**config.mk**
```make
export PLATFORM = sky130hd
export DESIGN_NAME = cgw_core
export DESIGN_NICKNAME = d
export VERILOG_FILES = /design/src/cgw_fifo.sv /design/src/cgw_pkg.sv /design/src/cgw_core.sv
export SDC_FILE = /design/constraint.sdc
export NUM_CORES = 2
export LEC_CHECK = 0
export BUFFER_PORTS_ARGS = -buffer_cell sky130_fd_sc_hd__buf_2
export CORE_UTILIZATION = 55
export CTS_BUF_LIST = sky130_fd_sc_hd__clkbuf_16
export DETAILED_ROUTE_END_ITERATION = 7
export GPL_ROUTABILITY_DRIVEN = 0
export PLACE_DENSITY_LB_ADDON = 0.2
export SETUP_SLACK_MARGIN = 0.5
export SYNTH_ARGS = -nofsm -noshare
export SYNTH_HDL_FRONTEND = slang
export SYNTH_HIERARCHICAL = 1
export SYNTH_SLANG_ARGS = --single-unit
```
**constraint.sdc**
```tcl
create_clock -name i_sys_clk -period 4.1 [get_ports i_sys_clk]
set_input_delay 0.615 -clock i_sys_clk [delete_from_list [all_inputs] [get_ports i_sys_clk]]
set_output_delay 0.615 -clock i_sys_clk [all_outputs]
set_load 0.05 [all_outputs]
```
**src/cgw_fifo.sv**
```systemverilog
// Frame buffer module: kept in cgw_core.sv beside the logic that uses it.
// This file holds no code.

```
**src/cgw_pkg.sv**
```systemverilog
// Package for the gateway FIFO event and frame conversion block.
// Assumes a 32-bit APB slave and one 100 MHz clock domain.
`default_nettype none
package cgw_pkg;
    // ------------------------------------------------------------
    // Register offsets
    // ------------------------------------------------------------
    localparam logic [7:0] CGW_GLOBAL_CONTROL_REG = 8'h00;
    localparam logic [7:0] CGW_GLOBAL_ERROR_FLAGS_REG = 8'h04;
    localparam logic [7:0] CGW_FD_CONFIG_REG = 8'h08;
    localparam logic [7:0] CGW_FIFO_CONFIG_REG = 8'h0C;
    localparam logic [7:0] CGW_FIFO_EXT_CONFIG_REG = 8'h10;
    localparam logic [7:0] CGW_FIFO_STATUS_REG = 8'h14;
    localparam logic [7:0] CGW_CHANNEL_HISTORY_STATUS_REG = 8'h18;
    // ------------------------------------------------------------
    // Field positions
    // ------------------------------------------------------------
    localparam int CGW_GC_MSG_LOST_IE = 0;
    localparam int CGW_GC_DLC_IE = 1;
    localparam int CGW_GC_PAYLOAD_IE = 2;
    localparam int CGW_GC_QOW_IE = 3;
    localparam int CGW_GC_QLOST_IE = 4;
    localparam int CGW_GC_GWOW_IE = 5;
    localparam int CGW_GC_HIST_IE = 6;
    localparam int CGW_GE_HIST = 0;
    localparam int CGW_GE_DLC = 1;
    localparam int CGW_GE_PAYLOAD = 2;
    localparam int CGW_GE_QOW = 3;
    localparam int CGW_GE_QLOST = 4;
    localparam int CGW_GE_GWOW = 5;
    localparam int CGW_FD_MODE = 0;
    localparam int CGW_FD_CONV_EN = 1;
    localparam int CGW_FD_FMT = 2;
    localparam int CGW_FD_BRS = 3;
    localparam int CGW_FC_USE_EN = 0;
    localparam int CGW_FC_COND = 1;
    localparam int CGW_FC_TXIE = 2;
    localparam int CGW_FS_TX_FLAG = 0;
    localparam int CGW_FS_LOST_FLAG = 1;
    localparam int CGW_FS_OF_FLAG = 2;
    localparam int CGW_FS_EMPTY = 3;
    localparam int CGW_FS_FULL = 4;
    // ------------------------------------------------------------
    // Reset values and DLC limits
    // ------------------------------------------------------------
    localparam logic [31:0] CGW_REG_RESET = 32'h0000_0000;
    localparam logic [3:0] CGW_DLC_LIMIT = 4'h9;
    localparam logic [3:0] CGW_DLC_CLAMP = 4'h8;
    // Frame carried through the gateway buffer
    typedef struct packed {
        logic [28:0] id;
        logic ide;
        logic fdf;
        logic brs;
        logic [3:0] dlc;
        logic [63:0] data;
    } cgw_frame_t;
    localparam int CGW_FRAME_W = $bits(cgw_frame_t);
endpackage
`default_nettype wire

```
**src/cgw_core.sv**
```systemverilog
// Gateway FIFO event logic and classical/FD frame conversion.
// Assumes an APB master, a receive path feeding frames and a
// transmit engine that takes frames and reports completion.
`timescale 1ns/1ps
`default_nettype none
// How it works
// - Selector one: flag after every transmitted message
// - One-frame interrupt only while its enable set
// - Lost message raises global error when enabled
// - One lost-enable bit covers all FIFOs
// - Lost flag sticky until software writes zero
// - Global error merges individually enabled sources
// - History status follows all channel lost flags
// - Format replacement only in FD mode
// - Conversion enable bit gates conversion
// - FDF and BRS come from config bits
// - DLC nine or more clamps to eight when converting to FD format
// - Format select zero classical, one FD
// - Disabling FIFO keeps pending flags
module cgw_core
    import cgw_pkg::*;
#(
    parameter int DEPTH = 16,
    parameter int CHANNELS = 2
) (
    input wire logic i_sys_clk,
    input wire logic i_rstn,
    input wire logic i_ce,
    // APB slave
    input wire logic i_psel,
    input wire logic i_penable,
    input wire logic i_pwrite,
    input wire logic [7:0] i_paddr,
    input wire logic [31:0] i_pwdata,
    output logic [31:0] o_prdata,
    output logic o_pready,
    output logic o_pslverr,
    // Received frames into the gateway FIFO
    input wire logic i_rx_valid,
    output logic o_rx_ready,
    input wire cgw_pkg::cgw_frame_t i_rx_frame,
    // Converted frames to the transmit engine
    output logic o_tx_valid,
    input wire logic i_tx_ready,
    output cgw_pkg::cgw_frame_t o_tx_frame,
    input wire logic i_tx_done,
    // Error event pulses from other parts of the controller
    input wire logic i_dlc_err,
    input wire logic i_payload_ow,
    input wire logic i_queue_ow,
    input wire logic i_queue_lost,
    input wire logic i_gw_ow,
    input wire logic [CHANNELS-1:0] i_hist_lost,
    // Interrupt requests
    output logic o_fifo_tx_irq,
    output logic o_one_frame_irq,
    output logic o_global_err_irq
);
    import cgw_pkg::*;
    // ------------------------------------------------------------
    // Registers
    // ------------------------------------------------------------
    logic [6:0] gctl, next_gctl;           // Global control enables
    logic [3:0] fd_config_reg, next_fd_config_reg;         // FD config bits
    logic [2:0] fcfg, next_fcfg;           // FIFO config
    logic ecfg, next_ecfg;                 // One-frame enable
    logic tx_flag, next_tx_flag;           // FIFO transmit flag
    logic lost_flag, next_lost_flag;       // Message lost flag
    logic of_flag, next_of_flag;           // One-frame flag
    logic [5:1] gerr, next_gerr;           // Global error flags
    logic [CHANNELS-1:0] hist, next_hist;  // Channel history lost
    logic [31:0] next_prdata;
    logic next_pready, next_pslverr;
    logic fifo_tx_irq, one_frame_irq, global_err_irq;
    logic [CHANNELS-1:0] hist_s1, hist_s2;
    // ------------------------------------------------------------
    // FIFO
    // ------------------------------------------------------------
    logic rx_ready, rx_take, tx_take, fifo_out_valid;
    logic [CGW_FRAME_W-1:0] fifo_out;
    logic [$clog2(DEPTH):0] level;
    logic lost_evt, sent_evt, empty_evt, flush;
    cgw_frame_t raw, conv, next_tx_frame, tx_frame;
    logic tx_valid, next_tx_valid, awaiting, next_awaiting;
    logic wr_acc, rd_acc;
    assign flush = !fcfg[CGW_FC_USE_EN];
    // Frames are only dropped, never back-pressured upstream, so a
    // full buffer counts as a lost message
    assign lost_evt = i_rx_valid && fcfg[CGW_FC_USE_EN] && !rx_ready;
    assign rx_take = i_rx_valid && fcfg[CGW_FC_USE_EN];
    assign tx_take = fifo_out_valid && !tx_valid && !awaiting;
    cgw_fifo #(.WIDTH(CGW_FRAME_W), .DEPTH(DEPTH)) u_fifo (
        .i_sys_clk(i_sys_clk),
        .i_rstn(i_rstn),
        .i_ce(i_ce),
        .i_flush(flush),
        .i_in_valid(rx_take),
        .o_in_ready(rx_ready),
        .i_in_data(i_rx_frame),
        .o_out_valid(fifo_out_valid),
        .i_out_ready(tx_take),
        .o_out_data(fifo_out),
        .o_level(level)
    );
    // ------------------------------------------------------------
    // Frame conversion
    // ------------------------------------------------------------
    always_comb begin
        raw = cgw_frame_t'(fifo_out);
        conv = raw;
        if (fd_config_reg[CGW_FD_MODE] && fd_config_reg[CGW_FD_CONV_EN]) begin
            conv.fdf = fd_config_reg[CGW_FD_FMT];
            conv.brs = fd_config_reg[CGW_FD_FMT] & fd_config_reg[CGW_FD_BRS];
            if (fd_config_reg[CGW_FD_FMT] && raw.dlc >= CGW_DLC_LIMIT) begin
                conv.dlc = CGW_DLC_CLAMP;
            end
        end
    end
    // ------------------------------------------------------------
    // Transmit hand-off: one frame in flight until done
    // ------------------------------------------------------------
    always_comb begin
        next_tx_valid = tx_valid;
        next_tx_frame = tx_frame;
        next_awaiting = awaiting;
        if (tx_take) begin
            next_tx_valid = 1'b1;
            next_tx_frame = conv;
        end else if (tx_valid && i_tx_ready) begin
            next_tx_valid = 1'b0;
            next_awaiting = 1'b1;
        end
        if (awaiting && i_tx_done) begin
            next_awaiting = 1'b0;
        end
    end
    assign sent_evt = awaiting && i_tx_done;
    // Emptiness by transmission: last frame done and nothing queued
    assign empty_evt = sent_evt && (level == '0);
    // ------------------------------------------------------------
    // APB decode and flag logic
    // ------------------------------------------------------------
    assign wr_acc = i_psel && i_penable && i_pwrite && !o_pready;
    assign rd_acc = i_psel && i_penable && !i_pwrite && !o_pready;
    always_comb begin
        next_gctl = gctl;
        next_fd_config_reg = fd_config_reg;
        next_fcfg = fcfg;
        next_ecfg = ecfg;
        next_tx_flag = tx_flag;
        next_lost_flag = lost_flag;
        next_of_flag = of_flag;
        next_gerr = gerr;
        next_hist = hist;
        next_prdata = 32'h0000_0000;
        next_pready = i_psel && i_penable && !o_pready;
        next_pslverr = 1'b0;
        // Software clears by writing zero; ones leave flags alone
        if (wr_acc) begin
            case (i_paddr)
                CGW_GLOBAL_CONTROL_REG: next_gctl = i_pwdata[6:0];
                CGW_FD_CONFIG_REG: next_fd_config_reg = i_pwdata[3:0];
                CGW_FIFO_CONFIG_REG: next_fcfg = i_pwdata[2:0];
                CGW_FIFO_EXT_CONFIG_REG: next_ecfg = i_pwdata[0];
                CGW_FIFO_STATUS_REG: begin
                    next_tx_flag = tx_flag & i_pwdata[CGW_FS_TX_FLAG];
                    next_lost_flag = lost_flag & i_pwdata[CGW_FS_LOST_FLAG];
                    next_of_flag = of_flag & i_pwdata[CGW_FS_OF_FLAG];
                end
                CGW_GLOBAL_ERROR_FLAGS_REG: next_gerr = gerr & i_pwdata[5:1];
                CGW_CHANNEL_HISTORY_STATUS_REG: next_hist = hist & i_pwdata[CHANNELS-1:0];
                default: next_pslverr = 1'b1;
            endcase
        end
        if (rd_acc) begin
            case (i_paddr)
                CGW_GLOBAL_CONTROL_REG: next_prdata = {25'h0, gctl};
                CGW_GLOBAL_ERROR_FLAGS_REG: next_prdata = {26'h0, gerr, |hist};
                CGW_FD_CONFIG_REG: next_prdata = {28'h0, fd_config_reg};
                CGW_FIFO_CONFIG_REG: next_prdata = {29'h0, fcfg};
                CGW_FIFO_EXT_CONFIG_REG: next_prdata = {31'h0, ecfg};
                CGW_FIFO_STATUS_REG: next_prdata = {27'h0, !rx_ready, level == '0,
                    of_flag, lost_flag, tx_flag};
                CGW_CHANNEL_HISTORY_STATUS_REG: next_prdata = 32'(hist);
                default: next_pslverr = 1'b1;
            endcase
        end
        // Hardware set wins over a same-cycle clear; disabling the
        // FIFO never clears a flag
        if (fcfg[CGW_FC_COND] ? sent_evt : empty_evt) next_tx_flag = 1'b1;
        if (sent_evt) next_of_flag = 1'b1;
        if (lost_evt) next_lost_flag = 1'b1;
        if (i_dlc_err) next_gerr[CGW_GE_DLC] = 1'b1;
        if (i_payload_ow) next_gerr[CGW_GE_PAYLOAD] = 1'b1;
        if (i_queue_ow) next_gerr[CGW_GE_QOW] = 1'b1;
        if (i_queue_lost) next_gerr[CGW_GE_QLOST] = 1'b1;
        if (i_gw_ow) next_gerr[CGW_GE_GWOW] = 1'b1;
        next_hist = next_hist | hist_s2;
    end
    // ------------------------------------------------------------
    // Interrupt outputs, withdrawn by flag clears or by clearing their enables
    // ------------------------------------------------------------
    always_comb begin
        fifo_tx_irq = next_tx_flag && next_fcfg[CGW_FC_TXIE];
        one_frame_irq = next_of_flag && next_ecfg;
        global_err_irq = (next_lost_flag && next_gctl[CGW_GC_MSG_LOST_IE])
            || (|next_hist && next_gctl[CGW_GC_HIST_IE])
            || (|(next_gerr & next_gctl[5:1]));
    end
    always_ff @(posedge i_sys_clk or negedge i_rstn) begin
        if (!i_rstn) begin
            gctl <= '0;
            fd_config_reg <= '0;
            fcfg <= '0;
            ecfg <= 1'b0;
            tx_flag <= 1'b0;
            lost_flag <= 1'b0;
            of_flag <= 1'b0;
            gerr <= '0;
            hist <= '0;
            hist_s1 <= '0;
            hist_s2 <= '0;
            tx_valid <= 1'b0;
            tx_frame <= '0;
            awaiting <= 1'b0;
            o_prdata <= CGW_REG_RESET;
            o_pready <= 1'b0;
            o_pslverr <= 1'b0;
            o_fifo_tx_irq <= 1'b0;
            o_one_frame_irq <= 1'b0;
            o_global_err_irq <= 1'b0;
        end else if (i_ce) begin
            gctl <= next_gctl;
            fd_config_reg <= next_fd_config_reg;
            fcfg <= next_fcfg;
            ecfg <= next_ecfg;
            tx_flag <= next_tx_flag;
            lost_flag <= next_lost_flag;
            of_flag <= next_of_flag;
            gerr <= next_gerr;
            hist <= next_hist;
            // Channel history pulses come from other logic; synchronise
            hist_s1 <= i_hist_lost;
            hist_s2 <= hist_s1;
            tx_valid <= next_tx_valid;
            tx_frame <= next_tx_frame;
            awaiting <= next_awaiting;
            o_prdata <= next_prdata;
            o_pready <= next_pready;
            o_pslverr <= next_pslverr;
            o_fifo_tx_irq <= fifo_tx_irq;
            o_one_frame_irq <= one_frame_irq;
            o_global_err_irq <= global_err_irq;
        end
    end
    assign o_tx_valid = tx_valid;
    assign o_tx_frame = tx_frame;
    assign o_rx_ready = rx_ready;
endmodule
// ------------------------------------------------------------
// Frame buffer: flip-flop FIFO, valid and ready on both sides
// ------------------------------------------------------------
module cgw_fifo #(
    parameter int WIDTH = 8,
    parameter int DEPTH = 16
) (
    input wire logic i_sys_clk,
    input wire logic i_rstn,
    input wire logic i_ce,
    input wire logic i_flush,
    input wire logic i_in_valid,
    output logic o_in_ready,
    input wire logic [WIDTH-1:0] i_in_data,
    output logic o_out_valid,
    input wire logic i_out_ready,
    output logic [WIDTH-1:0] o_out_data,
    output logic [$clog2(DEPTH):0] o_level
);
    localparam int AW = $clog2(DEPTH);
    logic [WIDTH-1:0] mem [DEPTH];
    logic [AW-1:0] rd_ptr, wr_ptr, next_rd_ptr, next_wr_ptr;
    logic [AW:0] cnt, next_cnt;
    logic push, pop, in_ready_q; // Ready is registered so the top port comes from a flop
    // ------------------------------------------------------------
    // Pointer and count update
    // ------------------------------------------------------------
    always_comb begin
        push = i_in_valid && (cnt != (AW+1)'(DEPTH));
        pop = i_out_ready && (cnt != '0);
        next_rd_ptr = rd_ptr;
        next_wr_ptr = wr_ptr;
        next_cnt = cnt;
        if (i_flush) begin
            // Flush empties without touching storage
            next_rd_ptr = '0;
            next_wr_ptr = '0;
            next_cnt = '0;
        end else begin
            if (push) begin
                next_wr_ptr = (wr_ptr == AW'(DEPTH - 1)) ? '0 : wr_ptr + AW'(1);
            end
            if (pop) begin
                next_rd_ptr = (rd_ptr == AW'(DEPTH - 1)) ? '0 : rd_ptr + AW'(1);
            end
            next_cnt = cnt + (AW+1)'(push) - (AW+1)'(pop);
        end
    end
    always_ff @(posedge i_sys_clk or negedge i_rstn) begin
        if (!i_rstn) begin
            rd_ptr <= '0;
            wr_ptr <= '0;
            cnt <= '0;
            in_ready_q <= 1'b1;
        end else if (i_ce) begin
            rd_ptr <= next_rd_ptr;
            wr_ptr <= next_wr_ptr;
            cnt <= next_cnt;
            in_ready_q <= (next_cnt != (AW+1)'(DEPTH));
        end
    end
    // Storage has no reset, only written on push
    always_ff @(posedge i_sys_clk) begin
        if (i_ce && push && !i_flush) begin
            mem[wr_ptr] <= i_in_data;
        end
    end
    assign o_in_ready = in_ready_q;
    assign o_out_valid = (cnt != '0);
    assign o_out_data = mem[rd_ptr];
    assign o_level = cnt;
endmodule
`default_nettype wire

```
# Yosys cells after proc, flatten, opt, wreduce, memory -nomap -nowiden
# Memories as Yosys holds them, arrays and structs flattened.
# Index checks and enable logic that the tools add are counted.
# totals
wordCells	150
ramBits	1600
register_bits	182
in_bits	156
mem_count	1
output_inout_bits	139
# memory_table
name	depth	width	rd	rd_ports_with_merged_regs	wr	line	text
u_fifo.mem	16	100	1	0	1	cgw_core.sv:280	logic [WIDTH-1:0] mem [DEPTH];
# classes
bitwise	8
reduce_logical	46
eq_ne	13
n_addsub	4
n_lt_le_gt_ge	1
n_mux	47
# op_table
op	n
$pmux W7 S7	1
$mux W1	28
$mux W4	7
$eq A8 B5 Y1 const B	3
$logic_and A1 B1 Y1	23
$mux W7	3
$eq A8 B4 Y1 const B	2
$mux W5	3
$and A5 B5 Y5	2
$ne A5 B5 Y1 const B	2
$reduce_and A3 Y1	3
$add A4 B1 Y4 const B	2
$eq A4 B4 Y1 const B	2
$eq A8 B3 Y1 const B	1
$logic_not A8 Y1	1
$reduce_and A2 Y1	4
$reduce_or A7 Y1	1
$mux W3	2
$mux W6	1
$add A5 B1 Y5	1
$logic_not A1 Y1	5
$logic_not A5 Y1	1
$reduce_bool A5 Y1	1
$reduce_or A5 Y1	1
other kinds (11)	19

# Depth between registers and ports, before layout
# depth
depth_word	9
ltp_mapped	15
mapped_depth_nobuf	14

# Hierarchy
# Netlist, hierarchy kept.
# by_module_without_submodules
mod	cells_each	instances	area_each_um2	seq_area_each_um2
cgw_fifo	2996	1	62064.5	48397.7
cgw_core	479	1	6163.4	3578.4

# Least setup slack after synthesis
# OpenSTA, ideal clock, no wires.
# synth_path
path_kind	input to register
startpoint	input port i_rx_valid
endpoint	memory u_fifo/mem[4][0] (netlist name) (enable)
stages	7
slack_ns	-0.130
required_ns	3.630
setup_ns	0.470
arrival_ns	3.760
n_path_buf	1
path_cell_list	nand2_1 -> inv_1 -> and2_1 -> buf_2 -> inv_1 -> nor4b_2 -> and2_1
# synth_between
elab_chain_cells	6
# synth_lines
item	line	text
start, declared	cgw_core.sv:39	input wire logic i_rx_valid,
$logic_and A1 B1 Y1	cgw_core.sv:90	assign rx_take = i_rx_valid && fcfg[CGW_FC_USE_EN];
net rx_take	cgw_core.sv:79	logic rx_ready, rx_take, tx_take, fifo_out_valid;
$logic_and A1 B1 Y1	cgw_core.sv:288	push = i_in_valid && (cnt != (AW+1)'(DEPTH));
$logic_and A1 B1 Y1 (2 in a row)	cgw_core.sv:323	if (i_ce && push && !i_flush) begin
$mux W1	cgw_core.sv:323	
$mux W1 (not written as such)	cgw_core.sv:324	mem[wr_ptr] <= i_in_data;
end, declared	cgw_core.sv:280	
# The timed path passes the listed nets, and every way through them passes these cells.

# Worst setup path in the final report
# layout_path
startpoint	register u_fifo.cnt[3], in the netlist u_fifo/o_level[3]
endpoint	register u_fifo.in_ready_q, in the netlist u_fifo/o_in_ready
# layout_between
elab_chain_cells	7
word_cells_on_any_way	10
classes_between	2 x add/sub; 2 x eq/ne; 1 x mux; 5 x reduce/logical
# layout_lines
item	line	text
start, declared	cgw_core.sv:282	logic [AW:0] cnt, next_cnt;
start signal, assigned	cgw_core.sv:317	cnt <= next_cnt;
$reduce_bool A5 Y1 (*)	cgw_core.sv:328	assign o_out_valid = (cnt != '0);
net fifo_out_valid	cgw_core.sv:79	
$logic_and A1 B1 Y1 (2 in a row)	cgw_core.sv:91	assign tx_take = fifo_out_valid && !tx_valid && !awaiting;
$logic_and A1 B1 Y1 (*)	cgw_core.sv:289	pop = i_out_ready && (cnt != '0);
$sub A5 B1 Y5 (*)	cgw_core.sv:305	next_cnt = cnt + (AW+1)'(push) - (AW+1)'(pop);
$mux W5 (*)	cgw_core.sv:293	if (i_flush) begin
$ne A5 B5 Y1 (*)	cgw_core.sv:318	in_ready_q <= (next_cnt != (AW+1)'(DEPTH));
end signal, assigned	cgw_core.sv:318	
end, declared	cgw_core.sv:283	logic push, pop, in_ready_q;
# Mark *: on every way through the listed nets, which the timed path passes. The rest lies on a longest branch.
# A chain may end at the register's enable or synchronous reset.

==> key figures <==
Setup path
  – CP cell instances: inv_1 > ha_1 > or4b_4 > nor3b_2 > and2_4 > ha_1 > inv_1 > ha_1 > inv_1 > fa_2 > xor2_1 > nor2_1 > or3_1 > o32a_1
  – Buf/Inv on CP: 3
  – WP depth: 14
  – Crit path launch type: register
  – CP required: 4.80 ns
  – Largest stage delay, worst path: 0.49 ns
  – Family with the most delay on the worst path: simple AND/OR/NAND/NOR gates
  – Crit end category: register
  – Worst path slowest cell: or4b_4
  – Worst-case reg-to-reg path depth: 14
  – Crit path DAT: 4.10 ns
  – Kind of critical path: register to register
  – Crit path max fanout: 5

Die
  – Core footprint: 122000 um2
  – I/O Pins: 295
  – Initial Util: approximately 56%
  – DIE AREA: 125000 um2
  – Horiz. Die Dim: 354 um
  – Row count: roughly 130
  – Die Y: 354 um

Layout
  – Reg with most FFs: u_fifo/mem
  – Max FFs per register: 1600
  – Layout cells sized above 1: a little under a quarter
  – Net count, final: 3951
  – Layout overhead on the synthesized area: 13.0%

GRT
  – Aggregate global-route resource usage: 24.7%
  – Initial antenna violation count: 25
  – First-pass GRT wire length: 229000 um
  – GRT overflow: 0
  – Vias in the first global route: 34700
  – Largest net degree at the start of global routing: 108

Timing
  – Final setup fails: 0
  – Unrepaired setup endpoints after global routing: no
  – Worst Tran Pin Value: between 1 and 1.5 ns
  – Peak Freq: approximately 290 MHz
  – Slew HR: around a third
  – Slew Limit Fails: 0
  – Final Skew: 0.0276 ns
  – Post-route minimum period: roughly 3.4 ns
  – Final hold violation count: 0
  – Crit share post-route: 82.8%
  – Setup_tns: 0 ns

Clock tree
  – H-tree level count: 4
  – Clock-pin slew on the worst setup and hold paths: about 0.060 ns
  – Root Driver: clkbuf_16
  – CTS tree: built
  – Longest Clk Path Bufs: 3
  – CTS Sinks: 1757
  – Clk_lat worst skew: 0.80 ns
  – Number of CTS-inserted buffers: around 170

Power
  – Total power: about 0.036 W
  – Pleak: between 20 and 25 nW
  – Max VDD drop: around 0.00044 V
  – Pwr/cell area: ~470 nW/um2

Logic synthesis
  – Main synth FF type: edfxtp_1
  – Post-synthesis cell area: 68200 um2
  – Top cells by area, synth: edfxtp_1 70%, mux4_2 6.6%, mux2i_1 6.0%
  – Cells after Synth: 3475
  – Number of distinct library cells after synthesis: 65
  – Post-synth top area share: 70.4%
  – Seq/Total Area, Yosys: about three quarters
  – Ys Warns: 6
  – FFs w/ async S/R, synth: 8.94%
  – Number of enable flip-flop cells after synthesis: 1600
  – Yosys top cell by area: edfxtp_1
  – Mean post-synth cell area: about 20 um2
  – #FFs+latches synth: between 1500 and 2000

Run status
  – Status: completed

Route
  – Post-route ant nets: 0
  – Detailed Route WL: ~150000 um
  – Wirelength per Cell: 27.6 um
  – Via density: 6.26
  – Post-route DRC: 0
  – Via count: 34800
  – DRT iter0 DRCs: 3166
  – Total iterations of the first detailed-routing run: 7

Worst hold path
  – Worst min-delay path class: primary input to register
  – Hold path cells: 3

Place
  – Hpwl dp: 81300 um
  – Port bufs: 244

Job
  – MaxCap Viol Count: 0
==> routing by layer <==
layer / global-route usage, % / part of all wire [%] / vias to the layer above
li1: - / - / 15000
met3: 4.27 / 7.2 / 243
met2: 39.7 / 49 / 1385
met1: 35.7 / 42 / 18200
met5: 0 / 0.085 / -
met4: 5.37 / 1.8 / 20
==> through the flow <==
step / cells / setup WS (ns) / instance area [um2] / hold slack (ns) / util [%]
4_1_cts: 5556 / 0.590 / 77100 / 0.00305 / 63.0
6_report: 5559 / 0.705 / 77100 / 0.0634 / 63.0
3_3_place_gp: 5230 / 0.646 / 71600 / 0.449 / 58.5
5_1_grt: 5557 / 0.498 / 77100 / 0.0421 / 63.0
3_5_place_dp: 5230 / 0.589 / 71600 / 0.450 / 58.5
2_1_floorplan: 3499 / -0.117 / 68300 / 0.319 / -
==> repair_timing <==
item                                    4_1_cts  5_1_grt
hold buffers                                  2        0
gates resized for setup                       0        3
endpoints found under the setup margin        0        2
hold endpoints to repair                     26        0
buffers inserted                              0        0
==> cell families (layout without fill, tap and decap cells) <==
family / Yosys count / after routing / synth area share [%]
flops: 1757 / 1757 / 76.2
mux: 726 / 726 / 14.5
compound gates: 492 / 492 / 5.30
buf+inv: 254 / 686 / 2.07
simple gates: 229 / 229 / 1.62
fa+ha+maj: 12 / 12 / 0.231
xor+xnor: 4 / 4 / 0.0514
other cells: 1 / 28 / 0.00550
==> cell type report <==
type                       instances  area [um2]
clock inverter                   147        1010
sequential                      1757       52000
antenna                            3        7.51
multi-input combinational       1488       15000
inverter                          33         129
fill                            8427       45300
tap                             1625        2030
clock buffer                     177        4430
timing repair buffer             329        2510
==> synthesized netlist by cell type (4+ instances only) <==
cell / instances
dfrtp_1: 156
clkbuf_1: 86
and3_1: 4
o21ai_0: 119
ha_1: 11
buf_2: 41
buf_4: 67
nand4_1: 5
mux4_2: 200
buf_1: 6
mux2_2: 119
or4_1: 5
nand2_1: 129
nand3_1: 11
nor2_1: 18
edfxtp_1: 1600
a221oi_1: 201
a21oi_1: 11
a22oi_1: 107
mux2i_1: 407
a21o_1: 5
and2_1: 19
nor4_1: 4
buf_6: 21
nor3_1: 9
o41ai_1: 4
o22ai_1: 13
a31oi_1: 10
inv_1: 33
==> worst register-to-register path: stages (launching register included) <==
cell and delay (ns):
dfrtp_1 0.40, inv_1 0.10, ha_1 0.17, or4b_4 0.49
nor3b_2 0.21, and2_4 0.17, ha_1 0.26, inv_1 0.06
ha_1 0.16, inv_1 0.07, fa_2 0.36, xor2_1 0.15
nor2_1 0.06, or3_1 0.37, o32a_1 0.30
==> where the power goes <==
group	internal (W)	total [W]	leakage, nW	switching [W]
registers	0.0197	0.0198	16.3	0.0000941
logic	0.000286	0.00131	5.59	0.00102
clock network	0.00857	0.0151	2.89	0.00655
total	0.0286	0.0362	24.8	0.00767
==> cells in the final DEF, fill, tap and decap left out, types with 3 or more instances in the layout <==
master     instances
edfxtp_1        1600
mux2i_1          407
ha_1              11
a22oi_1          107
diode_2            3
nor2_1            18
mux2_2           119
dfrtp_1          152
a31oi_1           10
o21ai_0          119
bufinv_16         12
inv_1             92
nand2_1          129
or4_1              5
clkinv_8           6
buf_2            243
clkinv_2          17
conb_1            25
clkbuf_16        177
or4b_1             3
and2_4            19
o22ai_1           13
nand4_1            5
a21o_1             5
buf_4             32
or3_1              3
inv_6              6
nor4_1             4
a21oi_1           11
o41ai_1            4
mux4_2           200
and3_1             4
clkinv_1          43
a221oi_1         201
nand3_1           11
nor3_1             9
dfrtp_4            4
buf_12            51
==> path summary, 6_finish.rpt <==
path / startpoint / slack, ns / endpoint
setup / recovery: u_fifo/o_level[3] / 0.70 / u_fifo/o_in_ready
hold / removal: i_payload_ow / 0.06 / gerr[2]
setup reg to reg: u_fifo/o_level[3] / 0.70 / u_fifo/o_in_ready
hold reg to reg: hist_s1[0] / 0.50 / hist_s2[0]
max in group asynchronous: i_rstn / 2.87 / o_tx_frame[52]
min in group asynchronous: i_rstn / 0.22 / o_tx_frame[6]
Note: power is estimated with default switching activity, not from simulation.
